[config.mk]
export PLATFORM = sky130hd
export DESIGN_NAME = pcs_pc_stack
export DESIGN_NICKNAME = d
export VERILOG_FILES = /design/src/shared/pcs_pkg.sv /design/src/rtl/pcs_stack_mem.sv /design/src/rtl/pcs_ahb_slave.sv /design/src/rtl/pcs_pc_stack.sv
export SDC_FILE = /design/constraint.sdc
export NUM_CORES = 1
export LEC_CHECK = 0
export BUFFER_PORTS_ARGS = -buffer_cell sky130_fd_sc_hd__clkbuf_2
export CAP_MARGIN = 20
export CORE_MARGIN = 2
export CORE_UTILIZATION = 50
export DETAILED_ROUTE_END_ITERATION = 6
export PLACE_DENSITY = 0.82
export SLEW_MARGIN = 20
export SYNTH_ARGS = -nofsm -noshare
export SYNTH_HDL_FRONTEND = slang
export SYNTH_SLANG_ARGS = --single-unit
[constraint.sdc]
create_clock -name sys_clk_i -period 10.75 [get_ports sys_clk_i]
set_clock_uncertainty 0.1 [all_clocks]
set_input_delay 1.6125 -clock sys_clk_i [delete_from_list [all_inputs] [get_ports sys_clk_i]]
set_output_delay 1.6125 -clock sys_clk_i [all_outputs]
set_load 0.01 [all_outputs]
[src/shared/pcs_pkg.sv]
package pcs_pkg;

    // ------------------------------------------------------------
    // widths
    // ------------------------------------------------------------
    localparam int PC_W       = 15;  // program counter width
    localparam int LATCH_W    = 7;   // upper program counter bits
    localparam int SP_W       = 5;   // stack pointer, one spare bit
    localparam int ENT_IDX_W  = 4;   // sixteen stack entries
    localparam int DEPTH      = 16;  // stack levels
    localparam int BYTE_W     = 8;   // register data width
    localparam int REG_IDX_W  = 12;  // register index width
    localparam int ADDR_LSB   = 2;   // word aligned, byte address = 4 * index
    localparam int CALL_OPD_W = 11;  // direct call operand width
    localparam int BRA_OPD_W  = 9;   // signed branch operand width
    localparam int LATCH_CALL_LSB = 3; // latch bits taken by a direct call

    // ------------------------------------------------------------
    // register indexes
    // ------------------------------------------------------------
    localparam logic [11:0] IDX_CTRL          = 12'hFE0;
    localparam logic [11:0] IDX_FLAGS         = 12'hFE1;
    localparam logic [11:0] IDX_PC_LOW        = 12'hFE2;
    localparam logic [11:0] IDX_PC_HIGH_LATCH = 12'hFE3;
    localparam logic [11:0] IDX_STACK_INDEX   = 12'hFED;
    localparam logic [11:0] IDX_TOS_LOW       = 12'hFEE;
    localparam logic [11:0] IDX_TOS_HIGH      = 12'hFEF;

    // ------------------------------------------------------------
    // field positions
    // ------------------------------------------------------------
    localparam int CTRL_FAULT_EN_BIT = 0;  // stack fault reset enable
    localparam int FLAGS_OVF_BIT     = 0;  // overflow flag, write 1 clears
    localparam int FLAGS_UNF_BIT     = 1;  // underflow flag, write 1 clears

    // ------------------------------------------------------------
    // reset and marker values
    // ------------------------------------------------------------
    localparam logic [14:0] PC_RESET       = 15'h0000;
    localparam logic [6:0]  LATCH_RESET    = 7'h00;
    localparam logic [4:0]  SP_RESET       = 5'h1F;  // empty stack
    localparam logic [4:0]  SP_LAST_LEVEL  = 5'h0F;  // sixteenth level in use
    localparam logic        FAULT_EN_RESET = 1'b0;
    localparam logic [14:0] ENTRY_RESET    = 15'h0000;

    // ------------------------------------------------------------
    // operations signalled by the decoder and interrupt sequencer
    // ------------------------------------------------------------
    typedef enum logic [3:0] {
        OP_NONE,
        OP_STEP,
        OP_PC_LOW_WRITE,
        OP_CALL_DIRECT,
        OP_CALL_VIA_WORKING_REG,
        OP_BRANCH_BY_WORKING_REG,
        OP_BRANCH_BY_IMMEDIATE,
        OP_RETURN,
        OP_RETURN_WITH_LITERAL,
        OP_RETURN_FROM_INTERRUPT,
        OP_IRQ_VECTOR
    } pcs_op_t;

endpackage

[src/rtl/pcs_stack_mem.sv]
`timescale 1ns/1ps
// sixteen entry return store, byte lane writes, one read port
module pcs_stack_mem (
    input  logic        sys_clk_i,
    input  logic        rst_i,
    input  logic        wr_lo_i,    // write bits 7..0
    input  logic        wr_hi_i,    // write bits 14..8
    input  logic [3:0]  wr_idx_i,
    input  logic [14:0] wr_data_i,
    input  logic [3:0]  rd_idx_i,
    output logic [14:0] rd_data_o
);

    // ------------------------------------------------------------
    // state
    // ------------------------------------------------------------
    typedef struct packed {
        logic [pcs_pkg::DEPTH-1:0][pcs_pkg::PC_W-1:0] ent; // entries
    } pcs_mem_st_t;

    pcs_mem_st_t st_ff;   // registered store
    pcs_mem_st_t nxt_st;  // next store

    // ------------------------------------------------------------
    // write lanes
    // ------------------------------------------------------------
    // entries are cleared at reset so reads never show unknowns
    always_comb begin
        nxt_st = st_ff;
        if (wr_lo_i) begin
            nxt_st.ent[wr_idx_i][7:0] = wr_data_i[7:0];
        end
        if (wr_hi_i) begin
            nxt_st.ent[wr_idx_i][14:8] = wr_data_i[14:8];
        end
    end

    // register the store
    always_ff @(posedge sys_clk_i) begin
        if (rst_i) begin
            st_ff <= '0;
        end else begin
            st_ff <= nxt_st;
        end
    end

    // read straight from the flops
    assign rd_data_o = st_ff.ent[rd_idx_i];

endmodule

[src/rtl/pcs_ahb_slave.sv]
`timescale 1ns/1ps
// ahb-lite slave front end: writes take no wait, reads take one
module pcs_ahb_slave (
    input  logic        sys_clk_i,
    input  logic        rst_i,
    input  logic        hsel_i,
    input  logic [31:0] haddr_i,
    input  logic [1:0]  htrans_i,
    input  logic        hwrite_i,
    input  logic [2:0]  hsize_i,
    input  logic [31:0] hwdata_i,
    input  logic        hready_i,
    output logic        hreadyout_o,
    output logic        hresp_o,
    output logic [31:0] hrdata_o,
    output logic        reg_wr_o,     // one cycle, data phase of a write
    output logic [11:0] reg_idx_o,    // register index of the transfer
    output logic [7:0]  reg_wdata_o,
    input  logic [7:0]  reg_rdata_i   // read value for reg_idx_o
);

    // ------------------------------------------------------------
    // state
    // ------------------------------------------------------------
    typedef enum {PH_IDLE, PH_WRITE, PH_READ_WAIT, PH_READ_DONE} pcs_ph_t;

    typedef struct packed {
        pcs_ph_t     ph;     // data phase in progress
        logic [11:0] idx;    // captured register index
        logic [31:0] rdata;  // registered read data
    } pcs_ahb_st_t;

    pcs_ahb_st_t st_ff;
    pcs_ahb_st_t nxt_st;
    logic        accept;     // address phase taken this edge

    // hsize is not checked: only whole words are issued
    assign accept = hsel_i & htrans_i[1] & hready_i;

    // ------------------------------------------------------------
    // phase tracking
    // ------------------------------------------------------------
    always_comb begin
        nxt_st = st_ff;
        // the read wait lets a preceding write land before sampling
        if (st_ff.ph == PH_READ_WAIT) begin
            nxt_st.rdata = {24'h000000, reg_rdata_i};
            nxt_st.ph    = PH_READ_DONE;
        end else if (accept) begin
            nxt_st.idx = haddr_i[pcs_pkg::ADDR_LSB +: pcs_pkg::REG_IDX_W];
            nxt_st.ph  = hwrite_i ? PH_WRITE : PH_READ_WAIT;
        end else begin
            nxt_st.ph = PH_IDLE;
        end
    end

    // register the phase
    always_ff @(posedge sys_clk_i) begin
        if (rst_i) begin
            st_ff <= '{ph: PH_IDLE, idx: 12'h000, rdata: 32'h00000000};
        end else begin
            st_ff <= nxt_st;
        end
    end

    // ------------------------------------------------------------
    // outputs
    // ------------------------------------------------------------
    assign hreadyout_o = (st_ff.ph != PH_READ_WAIT);
    assign hresp_o     = 1'b0;           // always okay
    assign hrdata_o    = st_ff.rdata;
    assign reg_wr_o    = (st_ff.ph == PH_WRITE);
    assign reg_idx_o   = st_ff.idx;
    assign reg_wdata_o = hwdata_i[7:0];  // upper lanes ignored

endmodule

[src/rtl/pcs_pc_stack.sv]
`timescale 1ns/1ps
// ------------------------------------------------------------
// program counter loading and hardware return stack
// ------------------------------------------------------------
// Notes on behaviour
// - 15-bit pc, low byte register, latch supplies top
// - any reset clears the whole pc
// - pc low write also loads latch bits
// - direct call: operand low, latch 6..3 high
// - call via working reg: w low, latch high
// - w branch: pc plus one plus unsigned w
// - immediate branch: pc plus one plus signed operand
// - sixteen entry 15-bit private return stack
// - push on calls and irq, pop on returns
// - stack operations never touch the latch
// - fault reset off: stack wraps circularly
// - overflow and underflow flags always set
// - five bit pointer marks most recent entry
// - pointer selects entry seen through tos pair
// - push: bump then store; pop: load then drop
// - reset leaves stack empty, pointer 0x1F
// - empty, fault reset off: tos shows entry 0x0F
// - fault reset on: fault resets and flags
module pcs_pc_stack (
    input  logic             sys_clk_i,
    input  logic             rst_i,
    input  pcs_pkg::pcs_op_t op_i,          // operation this cycle
    input  logic [10:0]      operand_i,     // call or branch operand
    input  logic [7:0]       wreg_i,        // working register
    input  logic [7:0]       pcl_data_i,    // result written to pc low
    input  logic [14:0]      irq_vector_i,  // interrupt entry address
    input  logic             hsel_i,
    input  logic [31:0]      haddr_i,
    input  logic [1:0]       htrans_i,
    input  logic             hwrite_i,
    input  logic [2:0]       hsize_i,
    input  logic [31:0]      hwdata_i,
    input  logic             hready_i,
    output logic             hreadyout_o,
    output logic             hresp_o,
    output logic [31:0]      hrdata_o,
    output logic [14:0]      pc_o,               // current fetch address
    output logic             stack_fault_reset_o // one cycle reset request
);

    // ------------------------------------------------------------
    // state
    // ------------------------------------------------------------
    typedef struct packed {
        logic [14:0] pc;          // program counter
        logic [6:0]  latch;       // pc_high_latch
        logic [4:0]  sp;          // stack_index
        logic        fault_en;    // stack_fault_reset_enable
        logic        ovf;         // stack_overflow_flag
        logic        unf;         // stack_underflow_flag
        logic        fault_pulse; // reset request
    } pcs_core_st_t;

    pcs_core_st_t st_ff;   // registered state
    pcs_core_st_t nxt_st;  // next state

    // register bus side
    logic        reg_wr;     // write strobe from the slave
    logic [11:0] reg_idx;    // register index in the data phase
    logic [7:0]  reg_wdata;  // write byte
    logic [7:0]  reg_rdata;  // read byte for reg_idx

    // stack store side
    logic        mem_wr_lo;  // write low lane
    logic        mem_wr_hi;  // write high lane
    logic [3:0]  mem_wr_idx; // entry written
    logic [14:0] mem_wr_data;
    logic [14:0] tos;        // entry under the pointer

    // decoded operation
    logic        push;       // calls and interrupt entry
    logic        pop;        // all returns
    logic        ovf_evt;    // push beyond sixteenth level
    logic        unf_evt;    // pop below first level
    logic        fault;      // fault with reset enabled
    logic [14:0] pc_inc;     // address of the next instruction
    logic [4:0]  sp_up;
    logic [4:0]  sp_dn;
    logic [14:0] tos_view;   // what the tos pair shows
    logic        sw_wr_tos_lo;
    logic        sw_wr_tos_hi;

    // ------------------------------------------------------------
    // register bus slave
    // ------------------------------------------------------------
    pcs_ahb_slave i_pcs_ahb_slave (
        .sys_clk_i   (sys_clk_i),
        .rst_i       (rst_i),
        .hsel_i      (hsel_i),
        .haddr_i     (haddr_i),
        .htrans_i    (htrans_i),
        .hwrite_i    (hwrite_i),
        .hsize_i     (hsize_i),
        .hwdata_i    (hwdata_i),
        .hready_i    (hready_i),
        .hreadyout_o (hreadyout_o),
        .hresp_o     (hresp_o),
        .hrdata_o    (hrdata_o),
        .reg_wr_o    (reg_wr),
        .reg_idx_o   (reg_idx),
        .reg_wdata_o (reg_wdata),
        .reg_rdata_i (reg_rdata)
    );

    // ------------------------------------------------------------
    // return stack store
    // ------------------------------------------------------------
    // kept apart from any program or data memory
    pcs_stack_mem i_pcs_stack_mem (
        .sys_clk_i (sys_clk_i),
        .rst_i     (rst_i),
        .wr_lo_i   (mem_wr_lo),
        .wr_hi_i   (mem_wr_hi),
        .wr_idx_i  (mem_wr_idx),
        .wr_data_i (mem_wr_data),
        .rd_idx_i  (st_ff.sp[3:0]),
        .rd_data_o (tos)
    );

    // ------------------------------------------------------------
    // operation decode
    // ------------------------------------------------------------
    assign push = (op_i == pcs_pkg::OP_CALL_DIRECT)
                | (op_i == pcs_pkg::OP_CALL_VIA_WORKING_REG)
                | (op_i == pcs_pkg::OP_IRQ_VECTOR);
    assign pop  = (op_i == pcs_pkg::OP_RETURN)
                | (op_i == pcs_pkg::OP_RETURN_WITH_LITERAL)
                | (op_i == pcs_pkg::OP_RETURN_FROM_INTERRUPT);

    // the pointer has one spare bit so faults can be seen
    assign sp_up   = st_ff.sp + 5'h01;
    assign sp_dn   = st_ff.sp - 5'h01;
    assign ovf_evt = push & (st_ff.sp == pcs_pkg::SP_LAST_LEVEL);
    assign unf_evt = pop & (st_ff.sp == pcs_pkg::SP_RESET);
    assign fault   = (ovf_evt | unf_evt) & st_ff.fault_en;
    assign pc_inc  = st_ff.pc + 15'h0001;

    // software tos writes only land when no push uses the store
    assign sw_wr_tos_lo = reg_wr & (reg_idx == pcs_pkg::IDX_TOS_LOW) & ~push;
    assign sw_wr_tos_hi = reg_wr & (reg_idx == pcs_pkg::IDX_TOS_HIGH) & ~push;

    // ------------------------------------------------------------
    // store write port
    // ------------------------------------------------------------
    // a push bumps the pointer and writes at the new index in one
    // edge, so the entry is stored under the incremented pointer
    always_comb begin
        mem_wr_lo   = 1'b0;
        mem_wr_hi   = 1'b0;
        mem_wr_idx  = st_ff.sp[3:0];
        mem_wr_data = pcs_pkg::ENTRY_RESET;
        if (push & ~fault) begin
            // wrap is free: only the low four bits index the store
            mem_wr_lo   = 1'b1;
            mem_wr_hi   = 1'b1;
            mem_wr_idx  = sp_up[3:0];
            // interrupt entry saves the instruction not yet run
            if (op_i == pcs_pkg::OP_IRQ_VECTOR) begin
                mem_wr_data = st_ff.pc;
            end else begin
                mem_wr_data = pc_inc;
            end
        end else if (sw_wr_tos_lo) begin
            mem_wr_lo   = 1'b1;
            mem_wr_data = {7'h00, reg_wdata};
        end else if (sw_wr_tos_hi) begin
            mem_wr_hi   = 1'b1;
            mem_wr_data = {reg_wdata[6:0], 8'h00};
        end
    end

    // ------------------------------------------------------------
    // top of stack view
    // ------------------------------------------------------------
    // an empty stack with fault reset on reads as zero
    always_comb begin
        if (st_ff.fault_en & (st_ff.sp == pcs_pkg::SP_RESET)) begin
            tos_view = pcs_pkg::ENTRY_RESET;
        end else begin
            tos_view = tos;
        end
    end

    // ------------------------------------------------------------
    // register read mux
    // ------------------------------------------------------------
    // unmapped indexes read zero
    always_comb begin
        reg_rdata = 8'h00;
        unique case (reg_idx)
            pcs_pkg::IDX_CTRL: begin
                reg_rdata[pcs_pkg::CTRL_FAULT_EN_BIT] = st_ff.fault_en;
            end
            pcs_pkg::IDX_FLAGS: begin
                reg_rdata[pcs_pkg::FLAGS_OVF_BIT] = st_ff.ovf;
                reg_rdata[pcs_pkg::FLAGS_UNF_BIT] = st_ff.unf;
            end
            pcs_pkg::IDX_PC_LOW: begin
                reg_rdata = st_ff.pc[7:0];
            end
            pcs_pkg::IDX_PC_HIGH_LATCH: begin
                reg_rdata = {1'b0, st_ff.latch};
            end
            pcs_pkg::IDX_STACK_INDEX: begin
                reg_rdata = {3'b000, st_ff.sp};
            end
            pcs_pkg::IDX_TOS_LOW: begin
                reg_rdata = tos_view[7:0];
            end
            pcs_pkg::IDX_TOS_HIGH: begin
                reg_rdata = {1'b0, tos_view[14:8]};
            end
            default: begin
                reg_rdata = 8'h00;
            end
        endcase
    end

    // ------------------------------------------------------------
    // next state
    // ------------------------------------------------------------
    always_comb begin
        nxt_st             = st_ff;
        nxt_st.fault_pulse = 1'b0;

        // program counter loading per operation
        unique case (op_i)
            pcs_pkg::OP_NONE: begin
                // stall: pc holds
                nxt_st.pc = st_ff.pc;
            end
            pcs_pkg::OP_STEP: begin
                nxt_st.pc = pc_inc;
            end
            pcs_pkg::OP_PC_LOW_WRITE: begin
                nxt_st.pc = {st_ff.latch, pcl_data_i};
            end
            pcs_pkg::OP_CALL_DIRECT: begin
                nxt_st.pc = {st_ff.latch[6:pcs_pkg::LATCH_CALL_LSB],
                             operand_i};
            end
            pcs_pkg::OP_CALL_VIA_WORKING_REG: begin
                nxt_st.pc = {st_ff.latch, wreg_i};
            end
            pcs_pkg::OP_BRANCH_BY_WORKING_REG: begin
                nxt_st.pc = pc_inc + {7'h00, wreg_i};
            end
            pcs_pkg::OP_BRANCH_BY_IMMEDIATE: begin
                // full width add: 256-byte blocks are crossed freely
                nxt_st.pc = pc_inc
                          + {{6{operand_i[8]}}, operand_i[8:0]};
            end
            pcs_pkg::OP_RETURN,
            pcs_pkg::OP_RETURN_WITH_LITERAL,
            pcs_pkg::OP_RETURN_FROM_INTERRUPT: begin
                nxt_st.pc = tos;
            end
            pcs_pkg::OP_IRQ_VECTOR: begin
                nxt_st.pc = irq_vector_i;
            end
            default: begin
                nxt_st.pc = st_ff.pc;
            end
        endcase

        // pointer: hardware moves win over a software write
        if (push) begin
            nxt_st.sp = sp_up;
        end else if (pop) begin
            nxt_st.sp = sp_dn;
        end else if (reg_wr & (reg_idx == pcs_pkg::IDX_STACK_INDEX)) begin
            // a write racing an interrupt push loses, so software
            // should mask interrupts around pointer updates
            nxt_st.sp = reg_wdata[4:0];
        end

        // software write to pc low behaves like the instruction form
        if ((op_i == pcs_pkg::OP_NONE) & reg_wr
                & (reg_idx == pcs_pkg::IDX_PC_LOW)) begin
            nxt_st.pc = {st_ff.latch, reg_wdata};
        end

        // latch: only the bus writes it, never a push or pop
        if (reg_wr & (reg_idx == pcs_pkg::IDX_PC_HIGH_LATCH)) begin
            nxt_st.latch = reg_wdata[6:0];
        end

        // configuration
        if (reg_wr & (reg_idx == pcs_pkg::IDX_CTRL)) begin
            nxt_st.fault_en = reg_wdata[pcs_pkg::CTRL_FAULT_EN_BIT];
        end

        // flags: write one clears, a new event wins the same cycle
        if (reg_wr & (reg_idx == pcs_pkg::IDX_FLAGS)) begin
            nxt_st.ovf = st_ff.ovf & ~reg_wdata[pcs_pkg::FLAGS_OVF_BIT];
            nxt_st.unf = st_ff.unf & ~reg_wdata[pcs_pkg::FLAGS_UNF_BIT];
        end
        if (ovf_evt) begin
            nxt_st.ovf = 1'b1;
        end
        if (unf_evt) begin
            nxt_st.unf = 1'b1;
        end

        // fault reset: pc and pointer return to reset values, the
        // flags survive so software can see why it restarted
        if (fault) begin
            nxt_st.pc          = pcs_pkg::PC_RESET;
            nxt_st.sp          = pcs_pkg::SP_RESET;
            nxt_st.fault_pulse = 1'b1;
        end
    end

    // ------------------------------------------------------------
    // state register
    // ------------------------------------------------------------
    always_ff @(posedge sys_clk_i) begin
        if (rst_i) begin
            st_ff <= '{pc:          pcs_pkg::PC_RESET,
                       latch:       pcs_pkg::LATCH_RESET,
                       sp:          pcs_pkg::SP_RESET,
                       fault_en:    pcs_pkg::FAULT_EN_RESET,
                       ovf:         1'b0,
                       unf:         1'b0,
                       fault_pulse: 1'b0};
        end else begin
            st_ff <= nxt_st;
        end
    end

    // ------------------------------------------------------------
    // outputs
    // ------------------------------------------------------------
    assign pc_o                = st_ff.pc;
    assign stack_fault_reset_o = st_ff.fault_pulse;

endmodule

# Word-level counts from Yosys, hierarchy flattened
# Index checks and enable logic that the tools add are counted.
[totals]
word_cells = 133
out_inout_bits = 50
input_bits = 120
ff_bits = 323
[classes]
magnitude_cmp = 3
n_eq_ne = 22
reduce_logical = 10
n_addsub = 5
n_bitwise = 30
muxes = 36
[op_table]
columns = ["cell", "count"]
rows = [
  ["$bwmux W240", 2],
  ["$mux W240", 2],
  ["$demux W15 S4", 2],
  ["$mux W15", 8],
  ["$pmux W15 S8", 1],
  ["$eq A12 B12 Y1 const B", 7],
  ["$bmux W15 S4", 1],
  ["$eq A32 B2 Y1 const B", 1],
  ["$eq A32 B3 Y1 const B", 1],
  ["$ne A32 B3 Y1 const B", 1],
  ["$pmux W6 S5", 1],
  ["$and A1 B1 Y1", 19],
  ["$eq A4 B3 Y1 const B", 4],
  ["$add A15 B1 Y15 const B", 1],
  ["$add A15 B15 Y15", 1],
  ["$add A15 B8 Y15", 1],
  ["$mux W5", 3],
  ["$eq A4 B4 Y1 const B", 3],
  ["$lt A4 B5 Y1 const B", 2],
  ["$reduce_bool A9 Y1", 1],
  ["$eq A4 B2 Y1 const B", 2],
  ["$mux W1", 8],
  ["$mux W2", 4],
  ["$mux W8", 1],
  ["other kinds (18)", 29],
]

# Logic depth before layout (Yosys ltp)
[logic_depth]
depth_word = 17
ltp_mapped = 15
ltp_nobuf = 13

# Modules after synthesis
# Synthesis repeated with hierarchy kept, for this count alone.
[hier_totals]
hier_cells = 2066
hier_area_um2 = 16978.8
[modules_own_cells]
columns = ["module", "seq_area_each_um2", "area_per_inst_um2", "cells_per_inst", "instances"]
rows = [
  ["pcs_stack_mem", 4804.6, 11212.0, 1278, 1],
  ["pcs_pc_stack", 620.6, 4495.6, 636, 1],
  ["pcs_ahb_slave", 440.4, 1271.2, 152, 1],
]

# Worst setup path after synthesis
# Ideal clock, no wire load.
[synth_timing]
path_type = "input to register"
start = "input op_i[0]"
end = "register st_ff (netlist bit pc_o[11])"
required_ps = 10564
arrival_time_ps = 4652
setup_time_ps = 86
slack_ps = 5912
cell_stages = 13
path_cell_list = "clkbuf_1 > nor4bb_1 > buf_2 > mux2_2 > ha_1 > a211oi_1 > o21ai_0 > a31o_2 > a31o_1 > or4_1 > a31oi_1 > o21ai_1 > a211oi_1"
[synth_via]
elab_chain_len = 7
word_cells_on_any_way = 26
[synth_rtl]
columns = ["item", "line_no", "source"]
rows = [
  ["start, declared", "pcs_pc_stack.sv:27", "input pcs_pkg::pcs_op_t op_i,"],
  ["$eq A4 B2 Y1 (tied with other cells)", "pcs_pc_stack.sv:128, pcs_pc_stack.sv:232", ""],
  ["$or A1 B1 Y1 (on tied branches)", "pcs_pc_stack.sv:129, pcs_pc_stack.sv:132", ""],
  ["$or A1 B1 Y1 (on tied branches)", "pcs_pc_stack.sv:130, pcs_pc_stack.sv:133", ""],
  ["$and A1 B1 Y1 (on tied branches)", "pcs_pc_stack.sv:138, pcs_pc_stack.sv:139", ""],
  ["$or A1 B1 Y1", "pcs_pc_stack.sv:140", "assign fault = (ovf_evt | unf_evt) & st_ff.fault_en;"],
  ["$and A1 B1 Y1", "pcs_pc_stack.sv:140", ""],
  ["$reduce_or A2 Y1 (no source line)", "-", ""],
  ["end signal, assigned", "pcs_pc_stack.sv:324", "st_ff <= '{pc: pcs_pkg::PC_RESET,"],
  ["end signal, assigned", "pcs_pc_stack.sv:332", "st_ff <= nxt_st;"],
  ["end, declared", "pcs_pc_stack.sv:59", "pcs_core_st_t st_ff;"],
]
# Parallel ways exist; a longest one is shown, timed or not.
# A chain may end at the register's enable or synchronous reset.

# Worst setup path in the final report
[layout_timing]
start = "input op_i[1]"
end = "register i_pcs_stack_mem.st_ff[38] in the netlist's numbering"
[layout_via]
elab_chain_len = 15
word_cells_on_any_way = 39
[layout_rtl]
columns = ["item", "line_no", "source"]
rows = [
  ["$eq A4 B2 Y1 (tied with other cells)", "pcs_pc_stack.sv:128", "assign push = (op_i == pcs_pkg::OP_CALL_DIRECT)"],
  ["$or A1 B1 Y1 (on tied branches)", "pcs_pc_stack.sv:129, pcs_pc_stack.sv:132", ""],
  ["$or A1 B1 Y1 (on tied branches)", "pcs_pc_stack.sv:130, pcs_pc_stack.sv:133", ""],
  ["$and A1 B1 Y1 (on tied branches)", "pcs_pc_stack.sv:138, pcs_pc_stack.sv:139", ""],
  ["$or A1 B1 Y1", "pcs_pc_stack.sv:140", ""],
  ["$and A1 B1 Y1", "pcs_pc_stack.sv:140", ""],
  ["$not A1 Y1", "pcs_pc_stack.sv:157", "if (push & ~fault) begin"],
  ["$and A1 B1 Y1", "pcs_pc_stack.sv:157", ""],
  ["$mux W4", "pcs_pc_stack.sv:157", ""],
  ["$lt A4 B5 Y1 (implied by the code) or $ge A4 B1 Y1 (tied branches)", "pcs_stack_mem.sv:34", "nxt_st.ent[wr_idx_i][14:8] = wr_data_i[14:8];"],
  ["$logic_and A1 B1 Y1 (implied by the code)", "pcs_stack_mem.sv:34", ""],
  ["$mux W15 (implied by the code)", "pcs_stack_mem.sv:34", ""],
  ["$demux W15 S4", "-", ""],
  ["$bwmux W240", "pcs_stack_mem.sv:34", ""],
  ["$mux W240 *", "pcs_stack_mem.sv:33", "if (wr_hi_i) begin"],
  ["end signal, assigned", "pcs_stack_mem.sv:43", "st_ff <= nxt_st;"],
  ["end, declared", "pcs_stack_mem.sv:21", "pcs_mem_st_t st_ff;"],
]
# Mark *: on every way between the ends. The rest lies on a longest branch, timed or not.

==> metrics.yaml <==
power-per-cell-area_nw_per_um2: 144
vias: 14200
synth-simple-area-share_pct: 17.5
violations: "DRC"
synth_compound_area_share_pct: 21.9
ys_top_cells_by_count: "293 x dfxtp_1, 153 x o21ai_0, 132 x a21oi_1, 132 x nand2_1, 126 x nor2_1"
antenna_found_initial: 0
synth_area_um2: 16200
fin_nets: 1879
drt_iter0_markers: 1912
drc: 1
critical_path_class: "in -> reg"
io_buffers: 96
clock-sinks: 293
final_layout_size_suffix_gt1_share_pct: 16.8
slowest_stage: "nor4_2"
slowest_delay_ns: 0.97
cts_buffers: 29
async_reset_ff_share_pct: 0
synthFlopType: "dfxtp_1"
r2r_slack_ns: 6.33
grt_max_degree: 183
wl_met3_um: 3820
post_drt_wl_per_cell_um: 21.1
drt-met1-wl_um: 18600
post_drt_via_cell_ratio: 6.56
fp.dieW_um: 184
start_kind: "primary input"
numPlacedInstances: 2113
start_util_pct: 50.9
synth_edf_count: 0
grt_pass1_wl_um: 72500
yosys-top-cells-area: "dfxtp_1 36%, mux4_2 10%, o21ai_0 4.7%"
die_h_um: 184
core_region_area_um2: 31700
hpwl_um: 30900
synth.distinct_cells: 91
period_needed_ns: 5.47
antenna_left: 0
yosysSeqAreaShare_pct: 36.3
avgSynthCellArea_um2: 9.06
fmax_mhz: 183
die_area_um2: 33800
cts_hold_buf: 0
track_usage_pct: 26.5
area_growth_pct: 7.51
cts_resized: 0
synth_top_cell_area_share_pct: 36.3
synth_xor_area_share_pct: 2.31
worstPathMaxFanout: 32
worst-endpoint-arrival_ns: 5.82
final_cells: 2167
ys_ff_latch: 293
grt-ovfl-total: 0
finalSetupViolCount: 0
highest_layer: "met4"
gp_congestion: 1.01
hp-class: "reg -> reg"
crit_chain: "clkbuf_2 > inv_1 > a21boi_2 > o22ai_2 > buf_4 > nor4_2 > a32o_2 > and2_1 > nor2_1 > a211oi_1"
synth_top_family_by_area: "compound AO/OA/AOI/OAI gates"
synthMuxAreaShare_pct: 13.5
irDropWorstVdd_uv: 127
met2WireLength_um: 21600
synth.most_common_cell: "dfxtp_1"
crit_required_ns: 11.10
path_clk_slew_ns: 0.07
min_period_over_period_pct: 50.8
endpoint_kind: "flip-flop"
clock_path_buffers: 3
rsz0062_at_grt: "no"
leakagePower_nw: 6.16
worstMarginPinSlew_ns: 1.11
synth_fa_ha_area_share_pct: 1.29
htreeDepth: 1
maxCapViolCount: 0
hold_viol: 0
yosys_warnings: 0
grt_pass1_vias: 13500
status: "finished with violations"
io-pin-count: 170
clk_latency_ns: 0.55
setup_tns_ns: 0
yosysTopAreaCell: "dfxtp_1"
slew_headroom_pct: 25.4
cts-root-buf: "clkbuf_16"
core.rowCount: 65
cts_tree: "done"
drt-total-wl_um: 45800
diodes: 0
syn_inst: 1783
post-cts-setup-buffers: 0
firstDrtPassIters: 7
final_max_slew_viol_count: 0
==> stage by stage <==
| stage | area, µm² | total power, mW | hold WS (ns) | setup slack [ns] | util (%) |
|---|---|---|---|---|---|
| 5_1_grt | 17400 | 2.58 | 0.387 | 5.06 | 54.7 |
| 3_3_place_gp | 16400 | 1.49 | 0.345 | 4.65 | 51.6 |
| 3_5_place_dp | 16400 | 1.50 | 0.352 | 4.55 | 51.6 |
| 4_1_cts | 17300 | 2.50 | 0.361 | 5.04 | 54.6 |
| 6_report | 17400 | 2.50 | 0.362 | 5.28 | 54.7 |
| 2_1_floorplan | 16200 | 1.42 | 0.331 | 5.91 | - |
==> layout make-up <==
type                            count  area, µm²
Clock buffer                       43        838
Multi-Input combinational cell   1274       9260
Sequential cell                   293       5870
Tap cell                          402        503
Clock inverter                     10        115
Fill cell                        2660      14400
Timing Repair Buffer              119        679
Inverter                           26       97.6
==> cell usage in the layout (no fill, tap or decap), drive strengths merged, types with 25 or more instances in the layout <==
| cell type | n |
|---|---|
| nor3 | 34 |
| o21ai | 160 |
| inv | 26 |
| mux2i | 44 |
| a21oi | 132 |
| nand3 | 29 |
| a211oi | 46 |
| a311oi | 50 |
| nor2 | 127 |
| a22oi | 35 |
| dfxtp | 293 |
| nand2 | 132 |
| clkbuf | 138 |
| nand2b | 39 |
| conb | 25 |
| nand3b | 99 |
| mux4 | 74 |
| xnor2 | 26 |
==> logic make-up after synthesis <==
group,count (synthesis)
compound gates,534
simple gates,533
flops,293
buf+inv,240
mux,125
xor+xnor,41
fa+ha+maj,16
other cells,1
==> final timing paths <==
kind                               start                     endpoint  depth (start not counted)
max                              op_i[1]    i_pcs_stack_mem.st_ff[38]                         10
min          i_pcs_ahb_slave.hrdata_o[0]  i_pcs_ahb_slave.hrdata_o[0]                          2
max reg2reg                     st_ff[4]    i_pcs_stack_mem.st_ff[38]                         10
min reg2reg  i_pcs_ahb_slave.hrdata_o[0]  i_pcs_ahb_slave.hrdata_o[0]                          2
==> power by group <==
group | total (mW) | switching [mW] | internal [mW]
sequential | 1.14 | 0.0347 | 1.10
combinational | 0.346 | 0.216 | 0.131
clock | 1.02 | 0.431 | 0.587
==> metal layers <==
metal	vias to the layer above	GRT usage (%)
met5	-	0
met1	6844	33.9
met4	0	11.0
li1	6483	-
met3	120	3.78
met2	770	45.0
==> worst max-delay path, delay by kind of cell <==
kind	cells	cell delay, ns
AO/OA/AOI/OAI	4	1.37
AND/OR/NAND/NOR	3	1.68
buffers and inverters	3	1.13
==> state kept, by name (all words and copies together), names as in the netlist <==
register / cells
i_pcs_stack_mem.st_ff: 240
pc_o: 15
st_ff: 15
i_pcs_ahb_slave.reg_idx_o: 12
i_pcs_ahb_slave.hrdata_o: 8
i_pcs_ahb_slave.st_ff: 2
stack_fault_reset_o: 1
No activity file was read; power rests on OpenSTA's default activity.
